File: src/sadc_regs.svh
// register map, field positions and timing counts of the converter control
`ifndef SADC_REGS_SVH
`define SADC_REGS_SVH

// register indices; byte address is four times the index
`define SADC_IDX_CTRL_ONE 6'h0e
`define SADC_IDX_CTRL_TWO 6'h0f
`define SADC_IDX_RES_LOW 6'h20
`define SADC_IDX_RES_HIGH 6'h21

`define SADC_CTRL_ONE_RST 8'h10
`define SADC_CTRL_TWO_RST 6'h10

// control one fields
`define SADC_START_BIT 7
`define SADC_MODE_HI 6
`define SADC_MODE_LO 5
`define SADC_AIN_DIS_BIT 4
`define SADC_CHAN_HI 3
`define SADC_CHAN_LO 0
// control two fields
`define SADC_LADDER_BIT 5
`define SADC_TIME_HI 3
`define SADC_TIME_LO 1

// operating mode codes
`define SADC_MODE_OFF 2'h0
`define SADC_MODE_SINGLE 2'h1
`define SADC_MODE_REPEAT 2'h3

// conversion time codes
`define SADC_TIME_39 3'h0
`define SADC_TIME_78 3'h2
`define SADC_TIME_156 3'h3
`define SADC_TIME_312 3'h4
`define SADC_TIME_624 3'h5
`define SADC_TIME_1248 3'h6

// a conversion spans 13 equal phases: 2 sample, 10 bit trials, 1 settle
`define SADC_PHASES 4'hd
`define SADC_PH_LAST 4'hc
`define SADC_PH_FIRST_BIT 4'h2
`define SADC_PH_LAST_BIT 4'hb
// cycles per phase for each time code (39/13 up to 1248/13)
`define SADC_PER_39 7'h03
`define SADC_PER_78 7'h06
`define SADC_PER_156 7'h0c
`define SADC_PER_312 7'h18
`define SADC_PER_624 7'h30
`define SADC_PER_1248 7'h60

`define SADC_RES_MID 10'h200

`endif

File: src/sadc_pkg.sv
// types shared by the converter control modules
package sadc_pkg;
    typedef enum logic [1:0] {
        SADC_IDLE = 2'b01,
        SADC_RUN = 2'b10
    } sadc_state_e;
    typedef logic [6:0] sadc_per_t;
endpackage

File: src/sadc_sar_if.sv
// signals between the register front end and the successive-approximation core
`timescale 1ns/1ps
`default_nettype none
interface sadc_sar_if #(parameter int RES_W = 10);
    logic start;
    logic abort;
    logic [6:0] period;
    logic busy;
    logic done;
    logic [RES_W-1:0] result;
    modport ctl (output start, output abort, output period,
                 input busy, input done, input result);
    modport sar (input start, input abort, input period,
                 output busy, output done, output result);
endinterface
`default_nettype wire

File: src/sadc_sar.sv
// successive-approximation sequencer with comparator synchroniser
`timescale 1ns/1ps
`default_nettype none
`include "sadc_regs.svh"
module sadc_sar
    import sadc_pkg::*;
#(
    parameter int RES_W = 10
) (
    input wire logic sys_clk,
    input wire logic nrst,
    sadc_sar_if.sar sar,
    input wire logic comp_in,
    output logic sample_hold,
    output logic [RES_W-1:0] dac_code
);
    generate
        if (RES_W != 10) begin : g_bad_width
            $error("sadc_sar: phase plan serves ten result bits only");
        end
    endgenerate

    sadc_state_e state, next_state;
    sadc_per_t per, next_per;
    logic [6:0] pc, next_pc;
    logic [3:0] ph, next_ph;
    logic [RES_W-1:0] trial, next_trial;
    logic conv_end;
    logic [2:0] sync, next_sync;
    logic comp_q, next_comp_q;
    logic [3:0] bit_no;

    // comparator is asynchronous: accept a change once stages two and three agree
    always_comb begin
        next_sync = {sync[1:0], comp_in};
        next_comp_q = (sync[1] == sync[2]) ? sync[2] : comp_q;
    end

    assign bit_no = 4'(`SADC_PH_LAST_BIT - ph);

    always_comb begin
        next_state = state;
        next_per = per;
        next_pc = pc;
        next_ph = ph;
        next_trial = trial;
        conv_end = 1'b0;
        case (state)
            SADC_IDLE: begin
                if (sar.start) begin
                    next_state = SADC_RUN;
                    next_per = sar.period;
                    next_pc = 7'h00;
                    next_ph = 4'h0;
                    next_trial = `SADC_RES_MID;
                end
            end
            SADC_RUN: begin
                if (sar.abort) begin
                    next_state = SADC_IDLE;
                end else if (pc == 7'(per - 7'h01)) begin
                    next_pc = 7'h00;
                    if (ph >= `SADC_PH_FIRST_BIT && ph <= `SADC_PH_LAST_BIT)
                    begin
                        if (!comp_q) begin
                            next_trial[bit_no] = 1'b0;
                        end
                        if (bit_no != 4'h0) begin
                            next_trial[bit_no - 4'h1] = 1'b1;
                        end
                    end
                    if (ph == `SADC_PH_LAST) begin
                        next_state = SADC_IDLE;
                        // front end stores trial on the edge that ends busy
                        conv_end = 1'b1;
                    end else begin
                        next_ph = 4'(ph + 4'h1);
                    end
                end else begin
                    next_pc = 7'(pc + 7'h01);
                end
            end
            default: next_state = SADC_IDLE;
        endcase
    end

    always_ff @(posedge sys_clk or negedge nrst) begin
        if (!nrst) begin
            state <= SADC_IDLE;
            per <= `SADC_PER_39;
            pc <= 7'h00;
            ph <= 4'h0;
            trial <= '0;
            sync <= 3'h0;
            comp_q <= 1'b0;
        end else begin
            state <= next_state;
            per <= next_per;
            pc <= next_pc;
            ph <= next_ph;
            trial <= next_trial;
            sync <= next_sync;
            comp_q <= next_comp_q;
        end
    end

    assign sar.busy = (state == SADC_RUN);
    assign sar.done = conv_end;
    assign sar.result = trial;
    assign sample_hold = (state == SADC_RUN) && (ph < `SADC_PH_FIRST_BIT);
    assign dac_code = trial;
endmodule
`default_nettype wire

File: src/sadc_top.sv
// converter control: register front end on Avalon-MM and conversion sequencing
//
// Implementation choice: the Avalon-MM slave port.
`timescale 1ns/1ps
`default_nettype none
`include "sadc_regs.svh"
module sadc_top
    import sadc_pkg::*;
#(
    parameter int RES_W = 10
) (
    input wire logic sys_clk,
    input wire logic nrst,
    input wire logic [7:0] avs_address,
    input wire logic avs_read,
    input wire logic avs_write,
    input wire logic [31:0] avs_writedata,
    output logic [31:0] avs_readdata,
    output logic avs_waitrequest,
    input wire logic standby,
    input wire logic comp_in,
    output logic [3:0] channel_select_field,
    output logic analog_input_disable_bit,
    output logic ladder_connect,
    output logic sample_hold,
    output logic [RES_W-1:0] dac_code,
    output logic conversion_done_interrupt,
    output logic converter_busy_flag
);
    generate
        if (RES_W != 10) begin : g_bad_width
            $error("sadc_top: register layout serves ten result bits only");
        end
    endgenerate

    function automatic logic hit(input logic [7:0] addr,
                                 input logic [5:0] idx);
        hit = (addr[1:0] == 2'b00) && (addr[7:2] == idx);
    endfunction

    function automatic sadc_per_t period_of(input logic [2:0] code);
        case (code)
            `SADC_TIME_78: period_of = `SADC_PER_78;
            `SADC_TIME_156: period_of = `SADC_PER_156;
            `SADC_TIME_312: period_of = `SADC_PER_312;
            `SADC_TIME_624: period_of = `SADC_PER_624;
            `SADC_TIME_1248: period_of = `SADC_PER_1248;
            // reserved codes run at the shortest time
            default: period_of = `SADC_PER_39;
        endcase
    endfunction

    sadc_sar_if #(.RES_W(RES_W)) link ();

    sadc_sar #(.RES_W(RES_W)) u_sar (
        .sys_clk(sys_clk),
        .nrst(nrst),
        .sar(link),
        .comp_in(comp_in),
        .sample_hold(sample_hold),
        .dac_code(dac_code)
    );

    // bus front end
    logic ack, next_ack;
    logic [31:0] rdata, next_rdata;
    logic req, acc, wr_acc, rd_acc;

    assign req = avs_read | avs_write;
    assign acc = req & ack;
    assign wr_acc = acc & avs_write;
    assign rd_acc = acc & avs_read;
    assign avs_waitrequest = req & ~ack;

    // control and status state
    logic [7:0] ctrl_one, next_ctrl_one;
    logic [5:0] ctrl_two, next_ctrl_two;
    logic eoc, next_eoc;
    logic [RES_W-1:0] result, next_result;
    logic irq, next_irq;
    logic [1:0] mode;
    logic launch, repeat_go, abort_now;

    assign mode = ctrl_one[`SADC_MODE_HI:`SADC_MODE_LO];

    // a pending start launches only from idle in an enabled mode
    assign launch = ctrl_one[`SADC_START_BIT] && !link.busy && !standby &&
                    (mode == `SADC_MODE_SINGLE ||
                     mode == `SADC_MODE_REPEAT);
    // relaunch while the done pulse stands, one idle cycle after completion
    assign repeat_go = irq && mode == `SADC_MODE_REPEAT &&
                       !standby;
    assign abort_now = standby || mode == `SADC_MODE_OFF;

    assign link.start = launch | repeat_go;
    assign link.abort = abort_now;
    assign link.period =
        period_of(ctrl_two[`SADC_TIME_HI:`SADC_TIME_LO]);

    always_comb begin
        next_ack = req & ~ack;
        next_rdata = rdata;
        if (req && !ack) begin
            next_rdata = 32'h0;
            if (hit(avs_address, `SADC_IDX_CTRL_ONE)) begin
                next_rdata[7:0] = ctrl_one;
            end else if (hit(avs_address, `SADC_IDX_CTRL_TWO)) begin
                next_rdata[7:0] = {2'b00, ctrl_two};
            end else if (hit(avs_address, `SADC_IDX_RES_HIGH)) begin
                next_rdata[7:0] = result[9:2];
            end else if (hit(avs_address, `SADC_IDX_RES_LOW)) begin
                next_rdata[7:0] = {result[1:0], eoc, link.busy, 4'h0};
            end
        end
    end

    always_comb begin
        next_ctrl_one = ctrl_one;
        next_ctrl_two = ctrl_two;
        next_eoc = eoc;
        next_result = result;
        next_irq = 1'b0;
        // start bit is one-shot: cleared on the cycle after it is seen
        next_ctrl_one[`SADC_START_BIT] = 1'b0;
        if (wr_acc && hit(avs_address, `SADC_IDX_CTRL_ONE)) begin
            next_ctrl_one = avs_writedata[7:0];
        end
        if (wr_acc && hit(avs_address, `SADC_IDX_CTRL_TWO)) begin
            next_ctrl_two = avs_writedata[5:0];
        end
        // high result read clears end flag, as does a fresh launch
        if (rd_acc && hit(avs_address, `SADC_IDX_RES_HIGH)) begin
            next_eoc = 1'b0;
        end
        if (link.start) begin
            next_eoc = 1'b0;
        end
        if (link.done) begin
            // set wins over a clear in the same cycle
            next_result = link.result;
            next_eoc = 1'b1;
            next_irq = 1'b1;
        end
        if (standby) begin
            next_ctrl_one = `SADC_CTRL_ONE_RST;
            next_ctrl_two = `SADC_CTRL_TWO_RST;
            next_result = '0;
            next_eoc = 1'b0;
            next_irq = 1'b0;
        end
    end

    always_ff @(posedge sys_clk or negedge nrst) begin
        if (!nrst) begin
            ack <= 1'b0;
            rdata <= 32'h0;
            ctrl_one <= `SADC_CTRL_ONE_RST;
            ctrl_two <= `SADC_CTRL_TWO_RST;
            eoc <= 1'b0;
            result <= '0;
            irq <= 1'b0;
        end else begin
            ack <= next_ack;
            rdata <= next_rdata;
            ctrl_one <= next_ctrl_one;
            ctrl_two <= next_ctrl_two;
            eoc <= next_eoc;
            result <= next_result;
            irq <= next_irq;
        end
    end

    assign avs_readdata = rdata;
    assign channel_select_field = ctrl_one[`SADC_CHAN_HI:`SADC_CHAN_LO];
    assign analog_input_disable_bit = ctrl_one[`SADC_AIN_DIS_BIT];
    // ladder drops in standby since its bit is forced to reset there
    assign ladder_connect = ctrl_two[`SADC_LADDER_BIT] | link.busy;
    assign conversion_done_interrupt = irq;
    assign converter_busy_flag = link.busy;
endmodule
`default_nettype wire

File: config.mk
export PLATFORM = sky130hd
export DESIGN_NAME = sadc_top
export DESIGN_NICKNAME = d
export VERILOG_FILES = /design/src/sadc_pkg.sv /design/src/sadc_sar_if.sv /design/src/sadc_sar.sv /design/src/sadc_top.sv
export VERILOG_INCLUDE_DIRS = /design/src /design/src/src
export SDC_FILE = /design/constraint.sdc
export NUM_CORES = 1
export LEC_CHECK = 0
export BUFFER_PORTS_ARGS = -buffer_cell sky130_fd_sc_hd__buf_2
export CAP_MARGIN = 20
export CORE_UTILIZATION = 54
export CTS_BUF_LIST = sky130_fd_sc_hd__clkbuf_16
export DETAILED_ROUTE_END_ITERATION = 10
export PLACE_DENSITY_LB_ADDON = 0.2
export SLEW_MARGIN = 20
export SYNTH_ARGS = -nofsm -noshare
export SYNTH_HDL_FRONTEND = slang
export SYNTH_SLANG_ARGS = --single-unit
File: constraint.sdc
create_clock -name sys_clk -period 3.5 [get_ports sys_clk]
set_input_delay 0.525 -clock sys_clk [delete_from_list [all_inputs] [get_ports sys_clk]]
set_output_delay 0.525 -clock sys_clk [all_outputs]
set_load 0.005 [all_outputs]
==> flow_summary_export.csv, run 1 <==
group,metric,value,unit
detailed_routing,wl_per_cell,15.2,um
clock_network,htree_levels,3,
global_routing,grt.total_usage,24.3,%
detailed_routing,drc,0,
floorplanning,initial_core_util,56.2,%
final_layout,ff_latch_area,1730,um^2
synthesis,synthTopCellsByArea,"dfrtp_1 (39%), buf_4 (5.1%), ha_1 (4.6%)",
sta,worst_slew_pin_slew,0.660,ns
pwr,p_leak,2.21,nW
place,pre_cts_ws,0.618,ns
sta,finalSetupTns,0,ns
global_routing,antenna_found_initial,0,
sta,fin_crit,2.82,ns
synthesis,postSynthAreaPerCell,9.43,um^2
detailed_routing,viasPerCell,5.54,
sta,setup_violations,0,
synthesis,syn_area,4120,um^2
sta,finalHoldViolCount,0,
detailed_routing,drtAntennaViolNets,0,
pwr,p_per_area,377,nW/um^2
floorplanning,rows,31,
final_layout,drive_above_1_share,17.7,%
outcome,status,"finished clean",
synthesis,synth.top_cell.area_share,38.9,%
worst_hold_path,min_path_type,"in -> async",
synthesis,ys_types,67,
clock_network,numCtsBuffers,9,
final_layout,fillers,652,
sta,setup_slack,0.682,ns
worst_setup_path,end_kind,"flip-flop",
floorplanning,die_h,89.3,um
worst_setup_path,r2r_start,"u_sar.per[0]",
sta,drv_slew,0,
worst_setup_path,cp.arrival,3.04,ns
floorplanning,dieArea,7980,um^2
clock_network,post_cts_resized,0,
place,dp_hpwl,6340,um
global_routing,grt_max_degree,48,
sta,fmax,355,MHz
place,port_buffers,49,
clock_network,cts_tree,"yes",
floorplanning,die_x,89.3,um
synthesis,synthArstFlopShare,100,%
synthesis,synth_largest_area_cell,"dfrtp_1",
final_layout,n_antenna_cell,0,
global_routing,grt_overflow,0,
final_layout,area_delta_synth_final,12.2,%
worst_setup_path,r2r_end,"u_sar.dac_code[2]",
clock_network,path_clk_slew,0.06,ns
worst_setup_path,crit_path_start_kind,"flip-flop",
sta,rsz0062_at_grt,"false",
final_layout,nNetsFinal,541,
pwr,peakVddDrop,0.000195,V
sta,fin_crit_sh,80.5,%
clock_network,cts_root_buf,"clkbuf_16",
final_layout,instances_no_fill,584,
synthesis,ys_ff_latch,69,
global_routing,grt_pass1_wl,14500,um
global_routing,grt_pass1_vias,3037,
synthesis,synth_warnings,0,
worst_setup_path,crit_fanout,9,
detailed_routing,vias,3238,
clock_network,cts.sinks,69,
detailed_routing,drt_iter0_drc,177,
sta,max_slew_margin,55.8,%
final_layout,fin_util,63.0,%
worst_setup_path,setup.worst_path.class,"reg -> reg",
floorplanning,coreArea,7330,um^2
synthesis,synth_top_flop_cell,"dfrtp_1",
clock_network,cts_buffer_depth,2,
detailed_routing,dr.pass1.iters,5,
clock_network,ctsHoldBuffers,0,
worst_setup_path,rrSetupSlack,0.68,ns
job,drv_cap,0,
synthesis,synth_edf_count,0,
final_layout,multi_input_area,2120,um^2
clock_network,worst_skew_pair.late_latency,0.33,ns
sta,fin_skew,0.00523,ns
clock_network,post-cts-setup-buffers,0,
place,place_congestion,0.889,
place,dp_cells,568,
worst_setup_path,reg2reg_depth,8,
detailed_routing,wl,8900,um
synthesis,yosysSeqAreaShare,42.1,%
floorplanning,pin_count,98,
worst_setup_path,cp.required,3.72,ns
synthesis,synthCells,437,
[power breakdown]
part / leakage (nW) / total (mW) / switching, mW / internal (mW)
sequential: 0.894 / 0.807 / 0.00428 / 0.803
combinational: 1.16 / 0.0601 / 0.0421 / 0.0180
clock: 0.149 / 0.874 / 0.332 / 0.542
total: 2.21 / 1.74 / 0.379 / 1.36
[sequential cells by signal, indices dropped and copies added, names as in the netlist]
name	flops
result	10
u_sar.dac_code	10
avs_readdata	8
ctrl_one	8
u_sar.pc	7
u_sar.per	7
ctrl_two	6
u_sar.ph	4
u_sar.sync	3
u_sar.state	2
ack	1
conversion_done_interrupt	1
eoc	1
u_sar.comp_q	1
[area by class of cell]
class | instances | area share, %
clock buffers | 9 | 4.88
repair buffers | 55 | 6.34
multi-input cells | 327 | 45.8
flip-flops and latches | 69 | 37.5
well taps | 99 | 2.68
clock inverters | 7 | 1.30
inverters | 18 | 1.46
[stage by stage]
| step | instance area [um^2] | hold WS [ns] | power, mW |
|---|---|---|---|
| after floorplan | 4210 | 0.229 | 0.863 |
| after global placement | 4330 | 0.338 | 0.881 |
| after detailed placement | 4330 | 0.341 | 0.882 |
| after CTS | 4620 | 0.294 | 1.76 |
| after global routing | 4620 | 0.236 | 1.81 |
| final | 4620 | 0.193 | 1.74 |
[cell families (layout without fill, tap and decap cells)]
| kind of cell | after synthesis | after routing | share of synthesized area (%) |
|---|---|---|---|
| and+or+nand+nor | 146 | 146 | 18.0 |
| AOI/OAI and AO/OA | 101 | 101 | 16.7 |
| DFF | 69 | 69 | 42.1 |
| buffers and inverters | 64 | 89 | 8.63 |
| muxes | 28 | 28 | 7.11 |
| adders and majority gates | 17 | 17 | 5.04 |
| xor gates and xnor gates | 11 | 11 | 2.34 |
| other | 1 | 24 | 0.0910 |
[Yosys cell counts (all sizes together), types with 5 or more instances]
cell,number
dfrtp,64
clkbuf,13
ha,15
a21oi,14
buf,33
nand2,45
or2,6
o21ai,32
mux2,10
nor2,30
dfstp,5
xnor2,5
mux2i,18
inv,18
xor2,6
nor2b,18
o211ai,9
a22o,5
nor3,7
and3,6
nand3,6
nand2b,6
[cells in the final DEF, fill, tap and decap left out, types with 4 or more instances in the layout]
| master | count |
|---|---|
| dfrtp_1 | 64 |
| buf_2 | 48 |
| nand2_1 | 45 |
| nor2_1 | 30 |
| o21ai_0 | 30 |
| conb_1 | 24 |
| inv_1 | 20 |
| nor2b_1 | 18 |
| mux2i_1 | 18 |
| ha_1 | 15 |
| a21oi_1 | 14 |
| o211ai_1 | 9 |
| clkbuf_16 | 9 |
| mux2_1 | 7 |
| buf_4 | 7 |
| nand2b_1 | 6 |
| xor2_1 | 6 |
| nor3_1 | 6 |
| and3_1 | 6 |
| nand3_1 | 6 |
| or2_2 | 5 |
| xnor2_1 | 5 |
| a22o_1 | 5 |
| dfstp_2 | 5 |
| and2_1 | 4 |
| or3_1 | 4 |
| a211oi_1 | 4 |
[worst max-delay path, stage by stage (launching register included)]
cell	delay, ns
dfstp_2	0.38
inv_1	0.07
ha_1	0.21
nand2b_1	0.12
or4b_1	0.54
a211o_1	0.44
o41a_1	0.45
nand2b_1	0.24
a22o_1	0.26
[per-layer routing]
metal | global-route usage [%] | vias up | routed length [um]
met4 | 9.81 | 0 | 178
met2 | 37.8 | 86 | 4110
li1 | - | 1589 | -
met5 | 0 | - | 0
met3 | 5.54 | 16 | 368
met1 | 32.9 | 1547 | 4250
[how the worst max path moves through the flow]
stage               slack, ns           start                end
finish                   0.68    u_sar.per[0]  u_sar.dac_code[2]
global route             0.52    u_sar.per[0]          result[4]
CTS                      0.68    u_sar.per[0]          result[7]
detailed placement       0.62  avs_address[1]        ctrl_one[3]
global placement         0.66  avs_address[1]        ctrl_one[1]
floorplan                0.89    u_sar.per[0]          result[0]
Note: power is estimated with default switching activity, not from simulation.
==> run 2: changes to the inputs <==
- CORE_UTILIZATION: 54 -> 49
- clock period: 3.5 -> 2.5 ns (I/O delays scaled with it)
==> flow_summary_export.csv, run 2 (synthesis gave the netlist of run 1 again) <==
group,metric,value,unit
floorplanning,pin_count,98,
final_layout,nNetsFinal,573,
clock_network,cts.sinks,69,
place,placed_area,4580,um^2
final_layout,drive_above_1_share,26.1,%
place,port_buffers,49,
place,dp_cells,601,
final_layout,fin_util,60.9,%
final_layout,final_common_cell,"dfrtp_1",
worst_setup_path,critPathBufInv,1,
clock_network,cts_buffer_depth,2,
floorplanning,die_x,93.7,um
floorplanning,die_h,93.7,um
floorplanning,rows,33,
place,pre_cts_ws,-0.0986,ns
sta,fin_crit_sh,101,%
sta,worst_slew_pin_slew,0.526,ns
detailed_routing,dr.pass1.iters,4,
sta,setup_slack,-0.0351,ns
worst_hold_path,min_path_type,"in -> async",
detailed_routing,viasPerCell,5.37,
sta,setup_violations,3,
worst_setup_path,cp.arrival,2.79,ns
worst_setup_path,cp.required,2.76,ns
final_layout,instances_no_fill,622,
clock_network,htree_levels,3,
final_layout,fin_area,4970,um^2
sta,finalHoldViolCount,0,
worst_setup_path,cp_top_family,"simple AND/OR/NAND/NOR gates",
detailed_routing,wl_per_cell,15.0,um
sta,max_slew_margin,64.9,%
clock_network,ctsHoldBuffers,0,
sta,fin_skew,0.00804,ns
global_routing,grt_pass1_vias,3198,
clock_network,numCtsBuffers,9,
global_routing,grt_max_degree,70,
detailed_routing,wl,9340,um
sta,finalSetupTns,-0.0687,ns
worst_setup_path,slowest_delay,0.52,ns
detailed_routing,drc,0,
global_routing,grt_overflow,0,
clock_network,path_clk_slew,0.06,ns
global_routing,grt.total_usage,22.6,%
worst_setup_path,setup.worst_path.class,"reg -> reg",
global_routing,grt_pass1_wl,15300,um
place,dp_hpwl,6680,um
clock_network,cts_root_buf,"clkbuf_16",
pwr,p_per_area,482,nW/um^2
outcome,status,"complete, but fails checks",
sta,fmax,394,MHz
sta,drv_slew,0,
pwr,peakVddDrop,0.000293,V
detailed_routing,drt_iter0_drc,134,
worst_setup_path,cp_cell_sequence,"inv_2 -> ha_4 -> nand2b_4 -> or4b_4 -> a211o_4 -> or4_4 -> or2_1 -> o21ai_1",
clock_network,worst_skew_pair.late_latency,0.33,ns
final_layout,layout_common_cells,"dfrtp_1 (64), buf_2 (49), nand2_1 (45)",
sta,fin_crit,2.54,ns
floorplanning,dieArea,8780,um^2
worst_setup_path,end_kind,"flip-flop",
worst_setup_path,crit_path_start_kind,"flip-flop",
clock_network,cts_tree,"yes",
pwr,p_leak,2.36,nW
floorplanning,coreArea,8180,um^2
global_routing,antenna_found_initial,0,
final_layout,area_delta_synth_final,20.8,%
final_layout,n_antenna_cell,0,
final_layout,fillers,701,
worst_setup_path,crit_fanout,7,
place,place_congestion,0.854,
floorplanning,initial_core_util,50.4,%
sta,rsz0062_at_grt,"true",
detailed_routing,vias,3341,
detailed_routing,drtAntennaViolNets,0,
outcome,violations,"setup timing",
worst_setup_path,cp_slowest_cell,"or4b_4",
job,drv_cap,0,
==> run 2: changes by cell type in the layout (fill, tap and decap cells not counted), sizes merged <==
cell      previous run  this run
buf                 55        87
bufinv               1         0
clkinv               4         2
clkinvlp             0         3
==> run 2: worst paths after layout <==
check / from / end / slack [ns] / depth (start not counted)
worst max-delay path: u_sar.per[0] / u_sar.dac_code[5] / -0.04 / 8
worst min-delay path: nrst / avs_readdata[0] / 0.05 / 2
worst max register to register: u_sar.per[0] / u_sar.dac_code[5] / -0.04 / 8
worst min register to register: u_sar.sync[0] / u_sar.sync[1] / 0.35 / 0
max in group asynchronous: nrst / ctrl_two[4] / 2.11 / 2
min in group sys_clk: comp_in / u_sar.sync[0] / 0.15 / 1
==> run 2: repair_timing <==
action,4_1_cts,5_1_grt
pin swaps,7,9
buffers inserted,3,2
resized for setup,7,11
endpoints found under the setup margin,12,29
==> run 2: where the power goes <==
part | leakage (nW) | switching [mW] | internal [mW]
Sequential | 0.894 | 0.00617 | 1.12
Combinational | 1.34 | 0.0593 | 0.0284
Clock | 0.126 | 0.507 | 0.673
Total | 2.36 | 0.573 | 1.82
==> run 2: layout make-up <==
type	instances	area (um^2)	share of cell area, %
timing repair buffer	87	554	11.1
inverter	18	67.6	1.36
multi-input combinational	327	2210	44.5
clock inverter	7	48.8	0.981
clock buffer	9	225	4.53
sequential	69	1730	34.8
tap	105	131	2.64
==> run 2: layer usage <==
layer / global-route usage, % / routed length [um]
met5: 0 / 0
met4: 7.18 / 82
met3: 4.69 / 456
met2: 35.9 / 4380
met1: 30.8 / 4420
==> run 2: stage by stage <==
stage                     power [mW]  hold slack, ns
after global placement          1.24           0.343
after CTS                       2.41          0.0784
final                           2.40          0.0542
after floorplan                 1.21          0.0794
after detailed placement        1.24           0.342
after global routing            2.48          0.0895
==> run 3: changes to the inputs <==
- CORE_UTILIZATION: 49 -> 54
- clock period: 2.5 -> 2.84 ns (I/O delays scaled with it)
==> flow_summary_export.csv, run 3 (synthesis gave the netlist of run 1 again) <==
group,metric,value,unit
sta,finalHoldViolCount,0,
worst_setup_path,cp_top_family,"simple AND/OR/NAND/NOR gates",
worst_setup_path,setup.worst_path.class,"reg -> reg",
clock_network,ctsHoldBuffers,0,
clock_network,path_clk_slew,0.06,ns
global_routing,grt.total_usage,24.8,%
pwr,peakVddDrop,0.000314,V
worst_setup_path,rrSetupSlack,0.1,ns
worst_setup_path,cp.required,3.09,ns
floorplanning,die_h,89.3,um
worst_setup_path,r2r_end,"u_sar.dac_code[6]",
final_layout,final_common_cell,"dfrtp_1",
worst_setup_path,critPathBufInv,1,
floorplanning,dieArea,7980,um^2
detailed_routing,drc,0,
detailed_routing,dr.pass1.iters,5,
worst_setup_path,cp_slowest_cell,"or4_4",
sta,fin_crit_sh,96.6,%
place,place_congestion,0.879,
final_layout,drive_above_1_share,20.6,%
job,drv_cap,0,
clock_network,post-cts-setup-buffers,0,
pwr,p_per_area,490,nW/um^2
worst_setup_path,r2r_start,"u_sar.per[0]",
sta,drv_slew,0,
clock_network,cts_root_buf,"clkbuf_16",
global_routing,grt_overflow,0,
pwr,p_leak,2.27,nW
global_routing,antenna_found_initial,0,
worst_hold_path,min_path_type,"in -> async",
sta,worst_slew_pin_slew,0.571,ns
worst_setup_path,slowest_delay,0.57,ns
worst_setup_path,cp.arrival,2.99,ns
worst_setup_path,reg2reg_depth,8,
clock_network,cts_buffer_depth,2,
floorplanning,coreArea,7330,um^2
clock_network,numCtsBuffers,9,
final_layout,layout_common_cells,"dfrtp_1 (64), buf_2 (49), nand2_1 (45)",
worst_setup_path,crit_path_start_kind,"flip-flop",
sta,max_slew_margin,61.9,%
clock_network,htree_levels,3,
pwr,power.total,2.34,mW
place,port_buffers,49,
final_layout,area_delta_synth_final,15.7,%
clock_network,cts_tree,"yes",
detailed_routing,vias,3369,
clock_network,post_cts_resized,0,
sta,fin_skew,0.00590,ns
sta,hold_slack,0.0945,ns
global_routing,grt_pass1_vias,3195,
floorplanning,die_x,89.3,um
floorplanning,pin_count,98,
global_routing,grt_max_degree,27,
worst_setup_path,crit_fanout,9,
detailed_routing,wl,9130,um
worst_setup_path,end_kind,"flip-flop",
worst_setup_path,crit_path_start,"u_sar.per[0]",
floorplanning,rows,31,
place,dp_hpwl,6670,um
sta,fin_crit,2.74,ns
detailed_routing,drtAntennaViolNets,0,
clock_network,worst_skew_pair.late_latency,0.32,ns
detailed_routing,wl_per_cell,15.4,um
final_layout,n_antenna_cell,0,
global_routing,grt_pass1_wl,15100,um
worst_setup_path,cp_cell_sequence,"inv_1 -> ha_2 -> nand2b_1 -> or4b_1 -> a211o_4 -> or4_4 -> or2_0 -> o21ai_1",
final_layout,nNetsFinal,550,
detailed_routing,viasPerCell,5.68,
detailed_routing,drt_iter0_drc,145,
sta,setup_violations,0,
sta,fmax,364,MHz
clock_network,cts.sinks,69,
outcome,status,"finished clean",
floorplanning,initial_core_util,56.2,%
run 3: cell count changes in the layout (fill, tap and decap cells not counted), sizes merged:
cell,delta
clkinvlp,-2
bufinv,+3
buf,-23
inv,-1
run 3: area by class of cell:
| cell class | count | area [um^2] |
|---|---|---|
| Clock buffer | 9 | 225 |
| Inverter | 18 | 67.6 |
| Multi-Input combinational cell | 327 | 2140 |
| Clock inverter | 7 | 115 |
| Timing Repair Buffer | 64 | 358 |
| Fill cell | 604 | 2570 |
| Sequential cell | 69 | 1730 |
| Tap cell | 99 | 124 |
run 3: worst max-delay path by stage:
stage / to / slack (ns) / depth (start not counted)
floorplan: result[0] / 0.23 / 10
global placement: u_sar.dac_code[1] / 0.14 / 8
detailed placement: u_sar.dac_code[6] / 0.05 / 8
CTS: u_sar.dac_code[6] / 0.04 / 8
global route: u_sar.dac_code[6] / -0.005 / 8
finish: u_sar.dac_code[6] / 0.1 / 8
run 3: metrics by stage:
step / setup TNS, ns / util (%) / instances / setup slack, ns / cell area [um^2]
after floorplan: 0 / - / 460 / 0.233 / 4210
after global placement: 0 / 60.0 / 577 / 0.138 / 4400
after detailed placement: 0 / 60.0 / 577 / 0.0523 / 4400
after CTS: 0 / 64.7 / 593 / 0.0373 / 4740
after global routing: -0.00495 / 65.0 / 593 / -0.00495 / 4760
final: 0 / 65.0 / 593 / 0.0962 / 4760
run 3: layer usage:
metal | vias up | GRT usage, % | routed length [um]
li1 | 1607 | - | -
met1 | 1614 | 32.1 | 4080
met2 | 126 | 40.7 | 4340
met3 | 22 | 4.62 | 477
met4 | 0 | 11.1 | 232
met5 | - | 0 | 0
run 3: worst register-to-register path, stage by stage (launching register included):
cell and delay (ns):
dfstp_2 0.38, inv_1 0.08, ha_2 0.21, nand2b_1 0.09, or4b_1 0.55, a211o_4 0.41, or4_4 0.57, or2_0 0.25
o21ai_1 0.14
run 3: power breakdown:
part / total (mW) / internal (mW) / leakage [nW] / switching [mW]
Clock: 1.27 / 0.854 / 0.167 / 0.412
Sequential: 0.995 / 0.990 / 0.894 / 0.00580
Combinational: 0.0752 / 0.0228 / 1.21 / 0.0524
Total: 2.34 / 1.87 / 2.27 / 0.470
